$ cat src/hbridge_pkg.sv
// Behaviour
// Forward drives current a to b
// High-side recirculation freewheels through both high FETs
// Low-side recirculation offered only in half-bridge
// Enable high keeps the bridge operational
// Enable low: outputs high impedance, sleep
// Disable high: both outputs high impedance
// Disable low: outputs follow bridge inputs
// Controller limits PWM frequency to 20000 Hz
// Controller clamps duty between 10 and 90 percent
// Start begins driving the selected input pattern
// Stop returns inputs to a deactivating state
// Fault line reports OR of masked faults
// Fault line also low while disable high
// Half-bridge high-side pattern per direction
// Half-bridge low-side pattern per direction
// Full-bridge high-side pattern per direction; the model's reverse freewheels through both low FETs
// Parallel control only when input select 0
// PWM from counter with period and compare
// Settings change only at period boundary
package hbridge_pkg;
    // ==========================================================
    // Register map
    localparam int AXI_ADDR_W = 8;
    localparam logic [7:0] CONFIG_OFFSET = 8'h00;
    localparam logic [7:0] FAULT_MASK_OFFSET = 8'h04;
    localparam logic [7:0] LIVE_FAULT_OFFSET = 8'h08;
    localparam logic [7:0] STATUS_OFFSET = 8'h0C;
    localparam logic [7:0] IRQ_MASK_OFFSET = 8'h10;
    localparam logic [7:0] STATE_OFFSET = 8'h14;

    // ==========================================================
    // Fields
    localparam int CFG_MODE_BIT = 0;
    localparam int CFG_SERIAL_BIT = 1;
    localparam int CFG_SERIAL_A_BIT = 2;
    localparam int CFG_SERIAL_B_BIT = 3;
    localparam int CFG_W = 4;
    localparam int STATE_HIGH_A_BIT = 0;
    localparam int STATE_LOW_A_BIT = 1;
    localparam int STATE_HIGH_B_BIT = 2;
    localparam int STATE_LOW_B_BIT = 3;
    localparam int STATE_SLEEP_BIT = 4;
    localparam int STATE_FAULT_N_BIT = 5;

    // ==========================================================
    // Reset values and codes
    localparam logic [CFG_W-1:0] CONFIG_RESET = 4'h0;
    localparam logic [31:0] FAULT_MASK_RESET = 32'hFFFFFFFF;
    localparam logic [31:0] IRQ_MASK_RESET = 32'h00000000;
    localparam logic MODE_HALF = 1'h0;
    localparam logic MODE_FULL = 1'h1;
    localparam logic [1:0] RESP_OKAY = 2'h0;
    localparam logic [1:0] RESP_SLVERR = 2'h2;
endpackage

$ cat src/regbus_if.sv
interface regbus_if;
    logic wrEn;
    logic [hbridge_pkg::AXI_ADDR_W-1:0] wrAddr;
    logic [31:0] wrData;
    logic [3:0] wrStrb;
    logic wrErr;
    logic [hbridge_pkg::AXI_ADDR_W-1:0] rdAddr;
    logic [31:0] rdData;
    logic rdErr;

    modport front (
        output wrEn, wrAddr, wrData, wrStrb, rdAddr,
        input wrErr, rdData, rdErr
    );
    modport regs (
        input wrEn, wrAddr, wrData, wrStrb, rdAddr,
        output wrErr, rdData, rdErr
    );
endinterface

$ cat src/axil_front.sv
module axil_front (
    input wire logic core_clk,
    input wire logic resetn,
    input wire logic [hbridge_pkg::AXI_ADDR_W-1:0] awaddr,
    input wire logic awvalid,
    output logic awready,
    input wire logic [31:0] wdata,
    input wire logic [3:0] wstrb,
    input wire logic wvalid,
    output logic wready,
    output logic [1:0] bresp,
    output logic bvalid,
    input wire logic bready,
    input wire logic [hbridge_pkg::AXI_ADDR_W-1:0] araddr,
    input wire logic arvalid,
    output logic arready,
    output logic [31:0] rdata,
    output logic [1:0] rresp,
    output logic rvalid,
    input wire logic rready,
    regbus_if.front bus
);
    // ==========================================================
    // Write channels, taken in either order
    logic awHeld;
    logic wHeld;
    logic doWrite;

    assign awready = !awHeld;
    assign wready = !wHeld;
    assign doWrite = awHeld && wHeld && !bvalid;
    assign bus.wrEn = doWrite;

    always_ff @(posedge core_clk or negedge resetn) begin
        if (!resetn) begin
            awHeld <= 1'h0;
            bus.wrAddr <= '0;
        end else if (awvalid && awready) begin
            awHeld <= 1'h1;
            bus.wrAddr <= awaddr;
        end else if (doWrite) begin
            awHeld <= 1'h0;
        end
    end

    always_ff @(posedge core_clk or negedge resetn) begin
        if (!resetn) begin
            wHeld <= 1'h0;
            bus.wrData <= '0;
            bus.wrStrb <= '0;
        end else if (wvalid && wready) begin
            wHeld <= 1'h1;
            bus.wrData <= wdata;
            bus.wrStrb <= wstrb;
        end else if (doWrite) begin
            wHeld <= 1'h0;
        end
    end

    always_ff @(posedge core_clk or negedge resetn) begin
        if (!resetn) begin
            bvalid <= 1'h0;
            bresp <= hbridge_pkg::RESP_OKAY;
        end else if (doWrite) begin
            bvalid <= 1'h1;
            bresp <= bus.wrErr ? hbridge_pkg::RESP_SLVERR : hbridge_pkg::RESP_OKAY;
        end else if (bready) begin
            bvalid <= 1'h0;
        end
    end

    // ==========================================================
    // Read channel, one outstanding
    assign arready = !rvalid;
    assign bus.rdAddr = araddr;

    always_ff @(posedge core_clk or negedge resetn) begin
        if (!resetn) begin
            rvalid <= 1'h0;
            rdata <= '0;
            rresp <= hbridge_pkg::RESP_OKAY;
        end else if (arvalid && arready) begin
            rvalid <= 1'h1;
            rdata <= bus.rdData;
            rresp <= bus.rdErr ? hbridge_pkg::RESP_SLVERR : hbridge_pkg::RESP_OKAY;
        end else if (rready) begin
            rvalid <= 1'h0;
        end
    end
endmodule

$ cat src/hbridge_parallel_pwm_drive.sv
// Chosen here: the address map and the AXI4-Lite register port.
module hbridge_parallel_pwm_drive #(
    parameter int FAULT_W = 8
) (
    input wire logic core_clk,
    input wire logic resetn,
    input wire logic bridgeEnable,
    input wire logic outputDisable,
    input wire logic bridgeInputA,
    input wire logic bridgeInputB,
    input wire logic [FAULT_W-1:0] faultDetect,
    output logic highSideA,
    output logic lowSideA,
    output logic highSideB,
    output logic lowSideB,
    output logic sleepMode,
    output logic faultStatusN,
    output logic irq,
    input wire logic [hbridge_pkg::AXI_ADDR_W-1:0] awaddr,
    input wire logic awvalid,
    output logic awready,
    input wire logic [31:0] wdata,
    input wire logic [3:0] wstrb,
    input wire logic wvalid,
    output logic wready,
    output logic [1:0] bresp,
    output logic bvalid,
    input wire logic bready,
    input wire logic [hbridge_pkg::AXI_ADDR_W-1:0] araddr,
    input wire logic arvalid,
    output logic arready,
    output logic [31:0] rdata,
    output logic [1:0] rresp,
    output logic rvalid,
    input wire logic rready
);
    localparam int STATUS_W = FAULT_W + 1;

    if (FAULT_W < 1 || FAULT_W > 31) begin : badWidth
        $error("FAULT_W must lie between 1 and 31");
    end

    // ==========================================================
    // Bus front end
    // Keeps the register decode free of channel handshakes
    regbus_if bus ();

    axil_front front (
        .core_clk(core_clk),
        .resetn(resetn),
        .awaddr(awaddr),
        .awvalid(awvalid),
        .awready(awready),
        .wdata(wdata),
        .wstrb(wstrb),
        .wvalid(wvalid),
        .wready(wready),
        .bresp(bresp),
        .bvalid(bvalid),
        .bready(bready),
        .araddr(araddr),
        .arvalid(arvalid),
        .arready(arready),
        .rdata(rdata),
        .rresp(rresp),
        .rvalid(rvalid),
        .rready(rready),
        .bus(bus)
    );

    // ==========================================================
    // Byte lane mask
    logic [31:0] laneMask;

    always_comb begin
        for (int i = 0; i < 4; i++) begin
            laneMask[i*8 +: 8] = {8{bus.wrStrb[i]}};
        end
    end

    logic hitConfig;
    logic hitFaultMask;
    logic hitStatus;
    logic hitIrqMask;

    assign hitConfig = bus.wrEn && bus.wrAddr == hbridge_pkg::CONFIG_OFFSET;
    assign hitFaultMask = bus.wrEn && bus.wrAddr == hbridge_pkg::FAULT_MASK_OFFSET;
    assign hitStatus = bus.wrEn && bus.wrAddr == hbridge_pkg::STATUS_OFFSET;
    assign hitIrqMask = bus.wrEn && bus.wrAddr == hbridge_pkg::IRQ_MASK_OFFSET;

    // ==========================================================
    // Configuration
    logic [hbridge_pkg::CFG_W-1:0] cfgWord;
    logic [FAULT_W-1:0] faultMask;
    logic [STATUS_W-1:0] irqMask;

    always_ff @(posedge core_clk or negedge resetn) begin
        if (!resetn) begin
            cfgWord <= hbridge_pkg::CONFIG_RESET;
        end else if (hitConfig && bus.wrStrb[0]) begin
            cfgWord <= bus.wrData[hbridge_pkg::CFG_W-1:0];
        end
    end

    always_ff @(posedge core_clk or negedge resetn) begin
        if (!resetn) begin
            faultMask <= hbridge_pkg::FAULT_MASK_RESET[FAULT_W-1:0];
        end else if (hitFaultMask) begin
            faultMask <= (faultMask & ~laneMask[FAULT_W-1:0])
                | (bus.wrData[FAULT_W-1:0] & laneMask[FAULT_W-1:0]);
        end
    end

    always_ff @(posedge core_clk or negedge resetn) begin
        if (!resetn) begin
            irqMask <= hbridge_pkg::IRQ_MASK_RESET[STATUS_W-1:0];
        end else if (hitIrqMask) begin
            irqMask <= (irqMask & ~laneMask[STATUS_W-1:0])
                | (bus.wrData[STATUS_W-1:0] & laneMask[STATUS_W-1:0]);
        end
    end

    logic serialSelect;
    logic cmdA;
    logic cmdB;
    logic active;

    // Input select 1 hands the bridge to register bits; pins ignored
    assign serialSelect = cfgWord[hbridge_pkg::CFG_SERIAL_BIT];
    assign cmdA = serialSelect ? cfgWord[hbridge_pkg::CFG_SERIAL_A_BIT] : bridgeInputA;
    assign cmdB = serialSelect ? cfgWord[hbridge_pkg::CFG_SERIAL_B_BIT] : bridgeInputB;
    assign active = bridgeEnable && !outputDisable;

    // ==========================================================
    // Output stage
    // An input at 1 turns on its high FET, at 0 its low FET, so the
    // two inputs alone choose drive direction and freewheel path.
    // Both FETs of a half bridge are never on together.
    // Registered gates cost a cycle but keep decode glitches off the FETs.
    always_ff @(posedge core_clk or negedge resetn) begin
        if (!resetn) begin
            highSideA <= 1'h0;
            lowSideA <= 1'h0;
            highSideB <= 1'h0;
            lowSideB <= 1'h0;
        end else begin
            highSideA <= active && cmdA;
            lowSideA <= active && !cmdA;
            highSideB <= active && cmdB;
            lowSideB <= active && !cmdB;
        end
    end

    always_ff @(posedge core_clk or negedge resetn) begin
        if (!resetn) begin
            sleepMode <= 1'h1;
        end else begin
            sleepMode <= !bridgeEnable;
        end
    end

    // ==========================================================
    // Fault line and sticky events
    logic [FAULT_W-1:0] faultPrev;
    logic disablePrev;
    logic [STATUS_W-1:0] status;
    logic [STATUS_W-1:0] statusSet;
    logic [STATUS_W-1:0] statusClear;

    always_ff @(posedge core_clk or negedge resetn) begin
        if (!resetn) begin
            faultPrev <= '0;
            disablePrev <= 1'h0;
        end else begin
            faultPrev <= faultDetect;
            disablePrev <= outputDisable;
        end
    end

    always_ff @(posedge core_clk or negedge resetn) begin
        if (!resetn) begin
            faultStatusN <= 1'h1;
        end else begin
            faultStatusN <= !(|(faultDetect & faultMask) || outputDisable);
        end
    end

    // Edges, not levels: a fault stuck high raises one event only
    assign statusSet = {outputDisable && !disablePrev, faultDetect & ~faultPrev};
    assign statusClear = hitStatus ? bus.wrData[STATUS_W-1:0] & laneMask[STATUS_W-1:0] : '0;

    // New event outranks a same-cycle write-one clear
    always_ff @(posedge core_clk or negedge resetn) begin
        if (!resetn) begin
            status <= '0;
        end else begin
            status <= (status & ~statusClear) | statusSet;
        end
    end

    always_ff @(posedge core_clk or negedge resetn) begin
        if (!resetn) begin
            irq <= 1'h0;
        end else begin
            irq <= |(status & irqMask);
        end
    end

    // ==========================================================
    // Register read and write answers
    logic [5:0] stateWord;

    assign stateWord = {faultStatusN, sleepMode, lowSideB, highSideB, lowSideA, highSideA};

    always_comb begin
        bus.rdErr = 1'h0;
        unique case (bus.rdAddr)
            hbridge_pkg::CONFIG_OFFSET: bus.rdData = 32'(cfgWord);
            hbridge_pkg::FAULT_MASK_OFFSET: bus.rdData = 32'(faultMask);
            hbridge_pkg::LIVE_FAULT_OFFSET: bus.rdData = 32'(faultDetect);
            hbridge_pkg::STATUS_OFFSET: bus.rdData = 32'(status);
            hbridge_pkg::IRQ_MASK_OFFSET: bus.rdData = 32'(irqMask);
            hbridge_pkg::STATE_OFFSET: bus.rdData = 32'(stateWord);
            default: begin
                bus.rdData = 32'h00000000;
                bus.rdErr = 1'h1;
            end
        endcase
    end

    // Read-only offsets accept writes silently; only holes answer an error
    always_comb begin
        unique case (bus.wrAddr)
            hbridge_pkg::CONFIG_OFFSET,
            hbridge_pkg::FAULT_MASK_OFFSET,
            hbridge_pkg::LIVE_FAULT_OFFSET,
            hbridge_pkg::STATUS_OFFSET,
            hbridge_pkg::IRQ_MASK_OFFSET,
            hbridge_pkg::STATE_OFFSET: bus.wrErr = 1'h0;
            default: bus.wrErr = 1'h1;
        endcase
    end
endmodule

$ cat config.mk
export PLATFORM = sky130hd
export DESIGN_NAME = hbridge_parallel_pwm_drive
export DESIGN_NICKNAME = d
export VERILOG_FILES = /design/src/hbridge_pkg.sv /design/src/regbus_if.sv /design/src/axil_front.sv /design/src/hbridge_parallel_pwm_drive.sv
export SDC_FILE = /design/constraint.sdc
export NUM_CORES = 1
export LEC_CHECK = 0
export BUFFER_PORTS_ARGS = -buffer_cell sky130_fd_sc_hd__clkbuf_2
export CORE_ASPECT_RATIO = 1.2
export CORE_MARGIN = 2
export CORE_UTILIZATION = 45
export DETAILED_ROUTE_END_ITERATION = 8
export PLACE_DENSITY_LB_ADDON = 0.1
export SKIP_LAST_GASP = 1
export SYNTH_ARGS = -nofsm -noshare
export SYNTH_HDL_FRONTEND = slang
export SYNTH_SLANG_ARGS = --single-unit
$ cat constraint.sdc
create_clock -name core_clk -period 2.6 [get_ports core_clk]
set_input_delay 0.52 -clock core_clk [delete_from_list [all_inputs] [get_ports core_clk]]
set_output_delay 0.52 -clock core_clk [all_outputs]
set_load 0.02 [all_outputs]
==> impl_metrics.yaml, run 1 <==
clock_network:
  cts_buffer_depth: 2
  cts-buffers-inserted: 9
  cts_setup_buffers: 0
  htree_levels: 3
  cts_tree: "done"
  cts-hold-fix-buffers: 0
  cts.sinks: 80
  clock_latency_ps: 350
  cts-resized-gates: 0
  path_clk_slew_ps: 80
  cts_root_buf: "clkbuf_8"
global_routing:
  antenna_found_initial: 0
  overflow: 0
  grt_pass1_wl_mm: 12.19
  grt_start_max_net_pins: 81
  grt_usage_pct: 18.33
  grt_pass1_vias: 2388
routing:
  drt_iter0_markers: 144
  ant_nets: 0
  drt-wirelength-per-cell_microns: 15.99
  num_vias: 2448
  drc: 0
  wirelength_mm: 7.549
  drtPass1Iterations: 4
  viasPerCell: 5.186
floorplanning:
  die_y_microns: 103.1
  fp-row-count: 36
  fp.coreArea_sq_um: 8018
  die_area_sq_um: 8925
  boundaryPins: 119
  dieWidth_microns: 86.58
  start_util_pct: 45.93
synthesis:
  ys_ff_latch: 80
  synth.area.top_cells: "dfrtp_1 48%, mux2_2 9.8%, dfstp_2 7.1%"
  ys_seq_area_share_pct: 54.71
  netlist_area_sq_um: 3682
  synth_top_area_share_pct: 47.57
  ys_warn_count: 0
  synthCells: 301
  synthArstFlopShare_pct: 100.0
  synth_edf_count: 0
  yosysTopAreaCell: "dfrtp_1"
  synth_cell_type_count: 41
  syn_area_per_cell_sq_um: 12.23
  dominantRegCellSynth: "dfrtp_1"
power_and_ir_drop:
  power.net_switching_mw: 1.078
  power_frac_clock_pct: 30.4
  p_per_area_nw_per_um2: 853.8
  ir_drop_v: 0.0004865
  p_comb_share_pct: 20.8
  seqPwrFrac_pct: 48.8
  cellLeakagePower_nw: 2.068
  p_int_mw: 2.572
  swShare_pct: 29.53
sta:
  tightestPinTransition_ps: 645.9
  relSlewSlack_pct: 56.85
  fin_tns_setup_ps: 0
  finClkSkew_ps: 9.217
  period_needed_ps: 2213
  setup_violations: 0
  slew_viol_final: 0
  hold_violations: 0
  max_freq_ghz: 0.4519
  grt_setup_unrepaired: "no"
  min_period_over_period_pct: 85.12
flow_run:
  cap_viol_max_count: 0
status:
  status: "finished, final reports clean"
hold_path:
  hp-class: "input pin to async pin"
layout:
  layout_commonest_cell: "dfrtp_1"
  layout.nets: 443
  layout.cells.non_filler: 472
  area_growth_pct: 16.07
  layout-drive-gt1-share_pct: 39.52
  layout_common_cells: "70 x dfrtp_1, 67 x clkbuf_2, 32 x mux2_2"
  diodes: 0
critical_path:
  cp.required_ps: 2830
  start_kind: "flop"
  worstSetupPathType: "flop to flop"
  crit_fanout: 11
  worstPathArrival_ps: 2440
  worstSetupEndpointType: "flop"
placed_design:
  placedCellCount: 456
  port_buffers: 68
  hpwl_mm: 5.500
  globalplace.congestion: 0.7605
[layout make-up]
| cell class | instances | area [sq um] |
|---|---|---|
| inverters | 14 | 52.55 |
| multi-input cells | 194 | 1450 |
| fillers | 736 | 3744 |
| repair buffers | 73 | 392.9 |
| clock buffers | 11 | 141.4 |
| well taps | 95 | 118.9 |
| clock inverters | 5 | 103.9 |
| flip-flops and latches | 80 | 2014 |
[critical path: stages (launching register included)]
cell	delay (ps)
dfrtp_1	380
or4_4	550
or3_4	430
nand4bb_4	360
mux2_4	360
[path summary, 6_finish.rpt]
kind	startpoint	end	slack, ps	cells after the start
min reg2reg	faultPrev[1]$_DFF_PN0_	status[1]$_DFF_PN0_	420	1
min	resetn	front.rdata[2]$_DFFE_PN0P_	180	2
max reg2reg	front.bus.wrAddr[0]$_DFFE_PN0P_	flop	390	4
max	front.bus.wrAddr[0]$_DFFE_PN0P_	flop	390	4
min in group core_clk	faultDetect[2]	faultPrev[2]$_DFF_PN0_	310	1
max in group asynchronous	resetn	async pin	2040	2
[through the flow]
step / cell area [sq um] / setup WS [ps] / power (mW) / utilization [%] / hold WS (ps)
finish: 4274 / 387.0 / 3.649 / 53.31 / 184.6
global route: 4274 / 307.9 / 3.871 / 53.31 / 198.6
CTS: 4274 / 374.7 / 3.691 / 53.31 / 198.0
detailed placement: 4029 / 389.2 / 2.579 / 50.25 / 416.6
global placement: 4029 / 402.2 / 2.558 / 50.25 / 401.2
floorplan: 3772 / 577.1 / 2.339 / - / 224.4
[cell families (layout without fill, tap and decap cells)]
group           after synthesis  after routing  synth area share [%]
flops                        80             80                 54.71
other cells                   1             25                0.1018
buf+inv                      51            103                 8.359
simple gates                 64             64                 10.23
mux                          49             49                 16.89
compound gates               56             56                 9.718
[per-layer routing]
metal | vias up | track usage, % | part of all wire (%)
li1 | 1162 | - | -
met1 | 1193 | 24.15 | 44
met2 | 86 | 29.23 | 50
met3 | 7 | 5.124 | 4.9
met4 | 0 | 6.490 | 1.2
met5 | - | 0 | 0
[cells in the mapped netlist (5+ instances only)]
cell type	instances
a22oi_1	10
buf_4	25
clkbuf_1	8
dfrtp_1	70
dfstp_2	10
inv_1	14
mux2_2	32
mux2_4	8
nand2_1	27
nand3_1	12
nor2b_1	5
o21ai_0	29
[power by group through the flow]
stage	logic, mW	registers, mW	clock network, mW
after floorplan	0.591	1.75	0
after global placement	0.755	1.80	0
after detailed placement	0.769	1.81	0
after CTS	0.772	1.79	1.13
after global routing	0.842	1.83	1.19
final	0.760	1.78	1.11
Note: power is estimated with default switching activity, not from simulation.
==> run 2: changes to the inputs <==
--- a/config.mk
+++ b/config.mk
@@ -6,7 +6,7 @@
 export NUM_CORES = 1
 export LEC_CHECK = 0
 export BUFFER_PORTS_ARGS = -buffer_cell sky130_fd_sc_hd__clkbuf_2
-export CORE_ASPECT_RATIO = 1.2
+export CORE_ASPECT_RATIO = 1.5
 export CORE_MARGIN = 2
 export CORE_UTILIZATION = 45
 export DETAILED_ROUTE_END_ITERATION = 8
==> run 2 against run 1 <==
Compared with the run above:
- utilization grew 1.5 points
- setup slack lost 4.2 ps
- register-to-register slack is essentially flat
- total power grew 7.1%
- largest power group unchanged
- wire length grew 3.3%
- global-route usage grew 1.0 points
- die area grew 0.14%
- combinational power grew 0.5%
- worst hold slack lost 3.8 ps
==> impl_metrics.yaml, run 2 (same netlist as run 1, synthesis figures left out) <==
placed_design:
  dpl_cell_area_sq_um: 4041
  hpwl_mm: 5.871
  port_buffers: 68
  globalplace.congestion: 0.8078
critical_path:
  worst-r2r-setup-slack_ps: 380
  worstSetupEndpointType: "flop"
  worstSetupPathType: "flop to flop"
  crit_fanout: 11
  r2r_start: "front.bus.wrAddr[0]$_DFFE_PN0P_"
  start_kind: "flop"
  cp.required_ps: 2820
  worstPathArrival_ps: 2440
  r2r_cells: 4
clock_network:
  htree_levels: 3
  cts_setup_buffers: 0
  clock_latency_ps: 340
  path_clk_slew_ps: 60
  cts-buffers-inserted: 9
  cts-hold-fix-buffers: 0
  cts-resized-gates: 0
  cts_buffer_depth: 2
  cts.sinks: 80
  cts_tree: "done"
  cts_root_buf: "clkbuf_16"
layout:
  layout_common_cells: "70 x dfrtp_1, 67 x clkbuf_2, 32 x mux2_2"
  diodes: 0
  layout-drive-gt1-share_pct: 39.79
  layout.nets: 443
  post-route-util_pct: 54.83
  layout_commonest_cell: "dfrtp_1"
  final_area_sq_um: 4363
  area_growth_pct: 18.48
power_and_ir_drop:
  cellLeakagePower_nw: 2.103
  finalPower_mw: 3.908
  p_per_area_nw_per_um2: 895.8
  p_comb_share_pct: 19.6
  swShare_pct: 29.11
  ir_drop_v: 0.0005715
  seqPwrFrac_pct: 45.9
  power_frac_clock_pct: 34.5
  power.net_switching_mw: 1.138
  p_int_mw: 2.771
floorplanning:
  die_area_sq_um: 8938
  fp-row-count: 40
  start_util_pct: 46.27
  fp.coreArea_sq_um: 7958
  boundaryPins: 119
  die_y_microns: 114.8
  dieWidth_microns: 77.86
routing:
  drt-wirelength-per-cell_microns: 16.18
  drc: 0
  viasPerCell: 5.154
  drtPass1Iterations: 5
  num_vias: 2484
  ant_nets: 0
  wirelength_mm: 7.798
  drt_iter0_markers: 148
global_routing:
  grt_usage_pct: 19.37
  busiest_layer: "met2"
  grt_use_met1_pct: 24.11
  use_met2_pct: 32.13
  overflow: 0
  antenna_found_initial: 0
  grt_start_max_net_pins: 45
  grt_pass1_wl_mm: 12.97
  grt_pass1_vias: 2443
  use_met3_pct: 4.239
sta:
  relSlewSlack_pct: 56.10
  slew_viol_final: 0
  max_freq_ghz: 0.4510
  grt_setup_unrepaired: "no"
  fin_tns_setup_ps: 0
  period_needed_ps: 2217
  tightestPinTransition_ps: 657.2
  whs_ps: 180.7
  hold_violations: 0
  min_period_over_period_pct: 85.28
  setup_violations: 0
  finClkSkew_ps: 6.106
status:
  status: "finished, final reports clean"
flow_run:
  cap_viol_max_count: 0
hold_path:
  hp-class: "input pin to async pin"
==> run 2: area by class of cell <==
class	instances	area (sq um)
Tap cell	105	131.4
Sequential cell	80	2014
Fill cell	699	3595
Clock buffer	10	239.0
Multi-Input combinational cell	194	1450
Timing Repair Buffer	73	392.9
Clock inverter	6	82.58
Inverter	14	52.55
==> run 2: how the worst max path moves through the flow <==
stage	start	to	slack (ps)	cells after the start
finish	front.bus.wrAddr[0]$_DFFE_PN0P_	flop	380	4
global route	front.bus.wrAddr[0]$_DFFE_PN0P_	flop	300	4
CTS	front.bus.wrAddr[0]$_DFFE_PN0P_	flop	360	4
detailed placement	front.bus.wrAddr[0]$_DFFE_PN0P_	flop	370	4
global placement	front.bus.wrAddr[0]$_DFFE_PN0P_	flop	380	4
floorplan	front.bus.wrAddr[0]$_DFFE_PN0P_	flop	580	5
==> run 2: routing by layer <==
metal,up-vias,wire length (microns)
li1,1174,-
met5,-,0
met4,0,147
met1,1208,3186
met2,93,4055
met3,9,409
==> run 2: through the flow <==
step | setup slack, ps | instances
6_report | 382.8 | 482
5_1_grt | 299.0 | 482
4_1_cts | 359.6 | 482
3_5_place_dp | 367.5 | 466
3_3_place_gp | 376.6 | 466
2_1_floorplan | 577.1 | 325
==> run 2: worst max-delay path, cell delays in order (launching register included) <==
cell and delay (ps):
dfrtp_1 380, or4_4 550, or3_4 430, nand4bb_4 370, mux2_4 370
==> run 2: power groups by stage <==
stage	logic, mW	registers (mW)	clock network (mW)
after floorplan	0.591	1.75	0
after global placement	0.755	1.81	0
after detailed placement	0.776	1.82	0
after CTS	0.779	1.80	1.38
after global routing	0.837	1.85	1.44
final	0.764	1.79	1.35
==> run 3: changes to the inputs <==
--- a/config.mk
+++ b/config.mk
@@ -8,7 +8,7 @@
 export BUFFER_PORTS_ARGS = -buffer_cell sky130_fd_sc_hd__clkbuf_2
 export CORE_ASPECT_RATIO = 1.5
 export CORE_MARGIN = 2
-export CORE_UTILIZATION = 45
+export CORE_UTILIZATION = 51
 export DETAILED_ROUTE_END_ITERATION = 8
 export PLACE_DENSITY_LB_ADDON = 0.1
 export SKIP_LAST_GASP = 1
==> constraint.sdc (replaced) <==
create_clock -name core_clk -period 2.6 [get_ports core_clk]
set_input_delay 0.52 -clock core_clk [delete_from_list [all_inputs] [get_ports core_clk]]
set_output_delay 0.52 -clock core_clk [all_outputs]
set_load 0.05 [all_outputs]
==> run 3 against run 2 <==
Compared with the run above:
- worst hold slack lost 96 ps
- first-iteration DRC count grew 33%
- non-clock buffer count did not move
- fmax up 0.79%
- via count shrank 1.2%
- flip-flop and latch count is the same
- clock-buffer cell count increased by 5
- global-route usage grew 0.98 points
- sequential share of layout area increased by 2.1 points
==> impl_metrics.yaml, run 3 (same netlist as run 1, synthesis figures left out) <==
clock_network:
  clock_latency_ps: 350
  cts_setup_buffers: 0
  htree_levels: 3
  cts_tree: "done"
  cts-resized-gates: 0
  cts_buffer_depth: 2
  path_clk_slew_ps: 70
  cts-buffers-inserted: 9
  cts-hold-fix-buffers: 0
  cts.sinks: 80
  cts_root_buf: "clkbuf_8"
global_routing:
  grt_pass1_vias: 2330
  grt_start_max_net_pins: 52
  antenna_found_initial: 0
  grt_pass1_wl_mm: 11.77
  overflow: 0
  grt_usage_pct: 20.35
layout:
  layout.cells.non_filler: 454
  diodes: 0
  layout_common_cells: "70 x dfrtp_1, 67 x clkbuf_2, 32 x mux2_2"
  layout-drive-gt1-share_pct: 38.56
  post-route-util_pct: 60.11
  area_growth_pct: 13.35
  layout.nets: 443
  layout_commonest_cell: "dfrtp_1"
status:
  status: "finished, final reports clean"
power_and_ir_drop:
  p_per_area_nw_per_um2: 841.1
  finalPower_mw: 3.511
  ir_drop_v: 0.0005556
  cellLeakagePower_nw: 2.028
sta:
  relSlewSlack_pct: 56.52
  hold_violations: 0
  fin_tns_setup_ps: 0
  finClkSkew_ps: 4.864
  min_period_over_period_pct: 84.61
  setup_violations: 0
  period_needed_ps: 2200
  slew_viol_final: 0
  tightestPinTransition_ps: 650.8
  grt_setup_unrepaired: "no"
  max_freq_ghz: 0.4546
critical_path:
  crit_path_start: "front.bus.wrAddr[0]$_DFFE_PN0P_"
  worst-r2r-setup-slack_ps: 400
  worstSetupEndpointType: "flop"
  cp.required_ps: 2840
  start_kind: "flop"
  worstPathArrival_ps: 2440
  r2r_cells: 4
  worstSetupPathType: "flop to flop"
  crit_fanout: 11
  r2r_start: "front.bus.wrAddr[0]$_DFFE_PN0P_"
routing:
  drc: 0
  viasPerCell: 5.403
  drtPass1Iterations: 4
  drt_iter0_markers: 197
  num_vias: 2453
  wirelength_mm: 7.277
  ant_nets: 0
  drt-wirelength-per-cell_microns: 16.03
placed_design:
  placedCellCount: 439
  hpwl_mm: 5.519
  port_buffers: 68
  globalplace.congestion: 0.7695
flow_run:
  cap_viol_max_count: 0
hold_path:
  hp-class: "input pin to async pin"
floorplanning:
  boundaryPins: 119
  dieWidth_microns: 73.38
  die_area_sq_um: 7930
  start_util_pct: 53.03
  fp-row-count: 37
  die_y_microns: 108.1
  fp.coreArea_sq_um: 6944
run 3: cell count changes in the layout (fill, tap and decap cells not counted):
cell / delta
bufinv_16: -2
clkbuf_8: +10
clkinvlp_4: -1
clkbuf_16: -9
clkbuf_1: +4
clkinv_2: -3
run 3: worst min-delay path by stage:
stage | end | cells after the start | slack (ps)
floorplan | async pin | 0 | 220
global placement | status[7]$_DFF_PN0_ | 1 | 400
detailed placement | status[8]$_DFF_PN0_ | 1 | 410
CTS | front.bus.wrData[2]$_DFFE_PN0P_ | 1 | 70
global route | faultPrev[2]$_DFF_PN0_ | 1 | 80
finish | faultPrev[2]$_DFF_PN0_ | 1 | 80
run 3: where the power goes:
group / switching [mW] / internal, mW / total (mW)
clock network: 0.407 / 0.396 / 0.803
registers: 0.262 / 1.52 / 1.78
logic: 0.540 / 0.385 / 0.926
run 3: worst max-delay path, cell delays in order, from the launching register on:
cell and delay [ps]:
dfrtp_1 380, or4_4 550, or3_4 420, nand4bb_4 360, mux2_4 370
run 3: layer usage:
metal,vias up,wire [microns],global-route usage [%]
li1,1164,-,-
met1,1195,3047,25.33
met2,88,3784,32.75
met3,6,353,5.405
met4,0,92,9.610
met5,-,0,0
run 3: metrics by stage:
stage	worst slack, ps	instance area, sq um	hold slack, ps
after floorplan	523.2	3772	224.4
after global placement	413.8	4008	401.6
after detailed placement	388.0	4008	412.6
after CTS	386.5	4174	74.78
after global routing	339.6	4174	83.15
final	400.1	4174	84.33
run 3: area by class of cell:
| class | count | area (sq um) |
|---|---|---|
| inverter | 14 | 52.55 |
| tap | 78 | 97.59 |
| sequential | 80 | 2014 |
| multi-input combinational | 194 | 1450 |
| clock buffer | 15 | 166.4 |
| fill | 609 | 2770 |
| timing repair buffer | 73 | 392.9 |
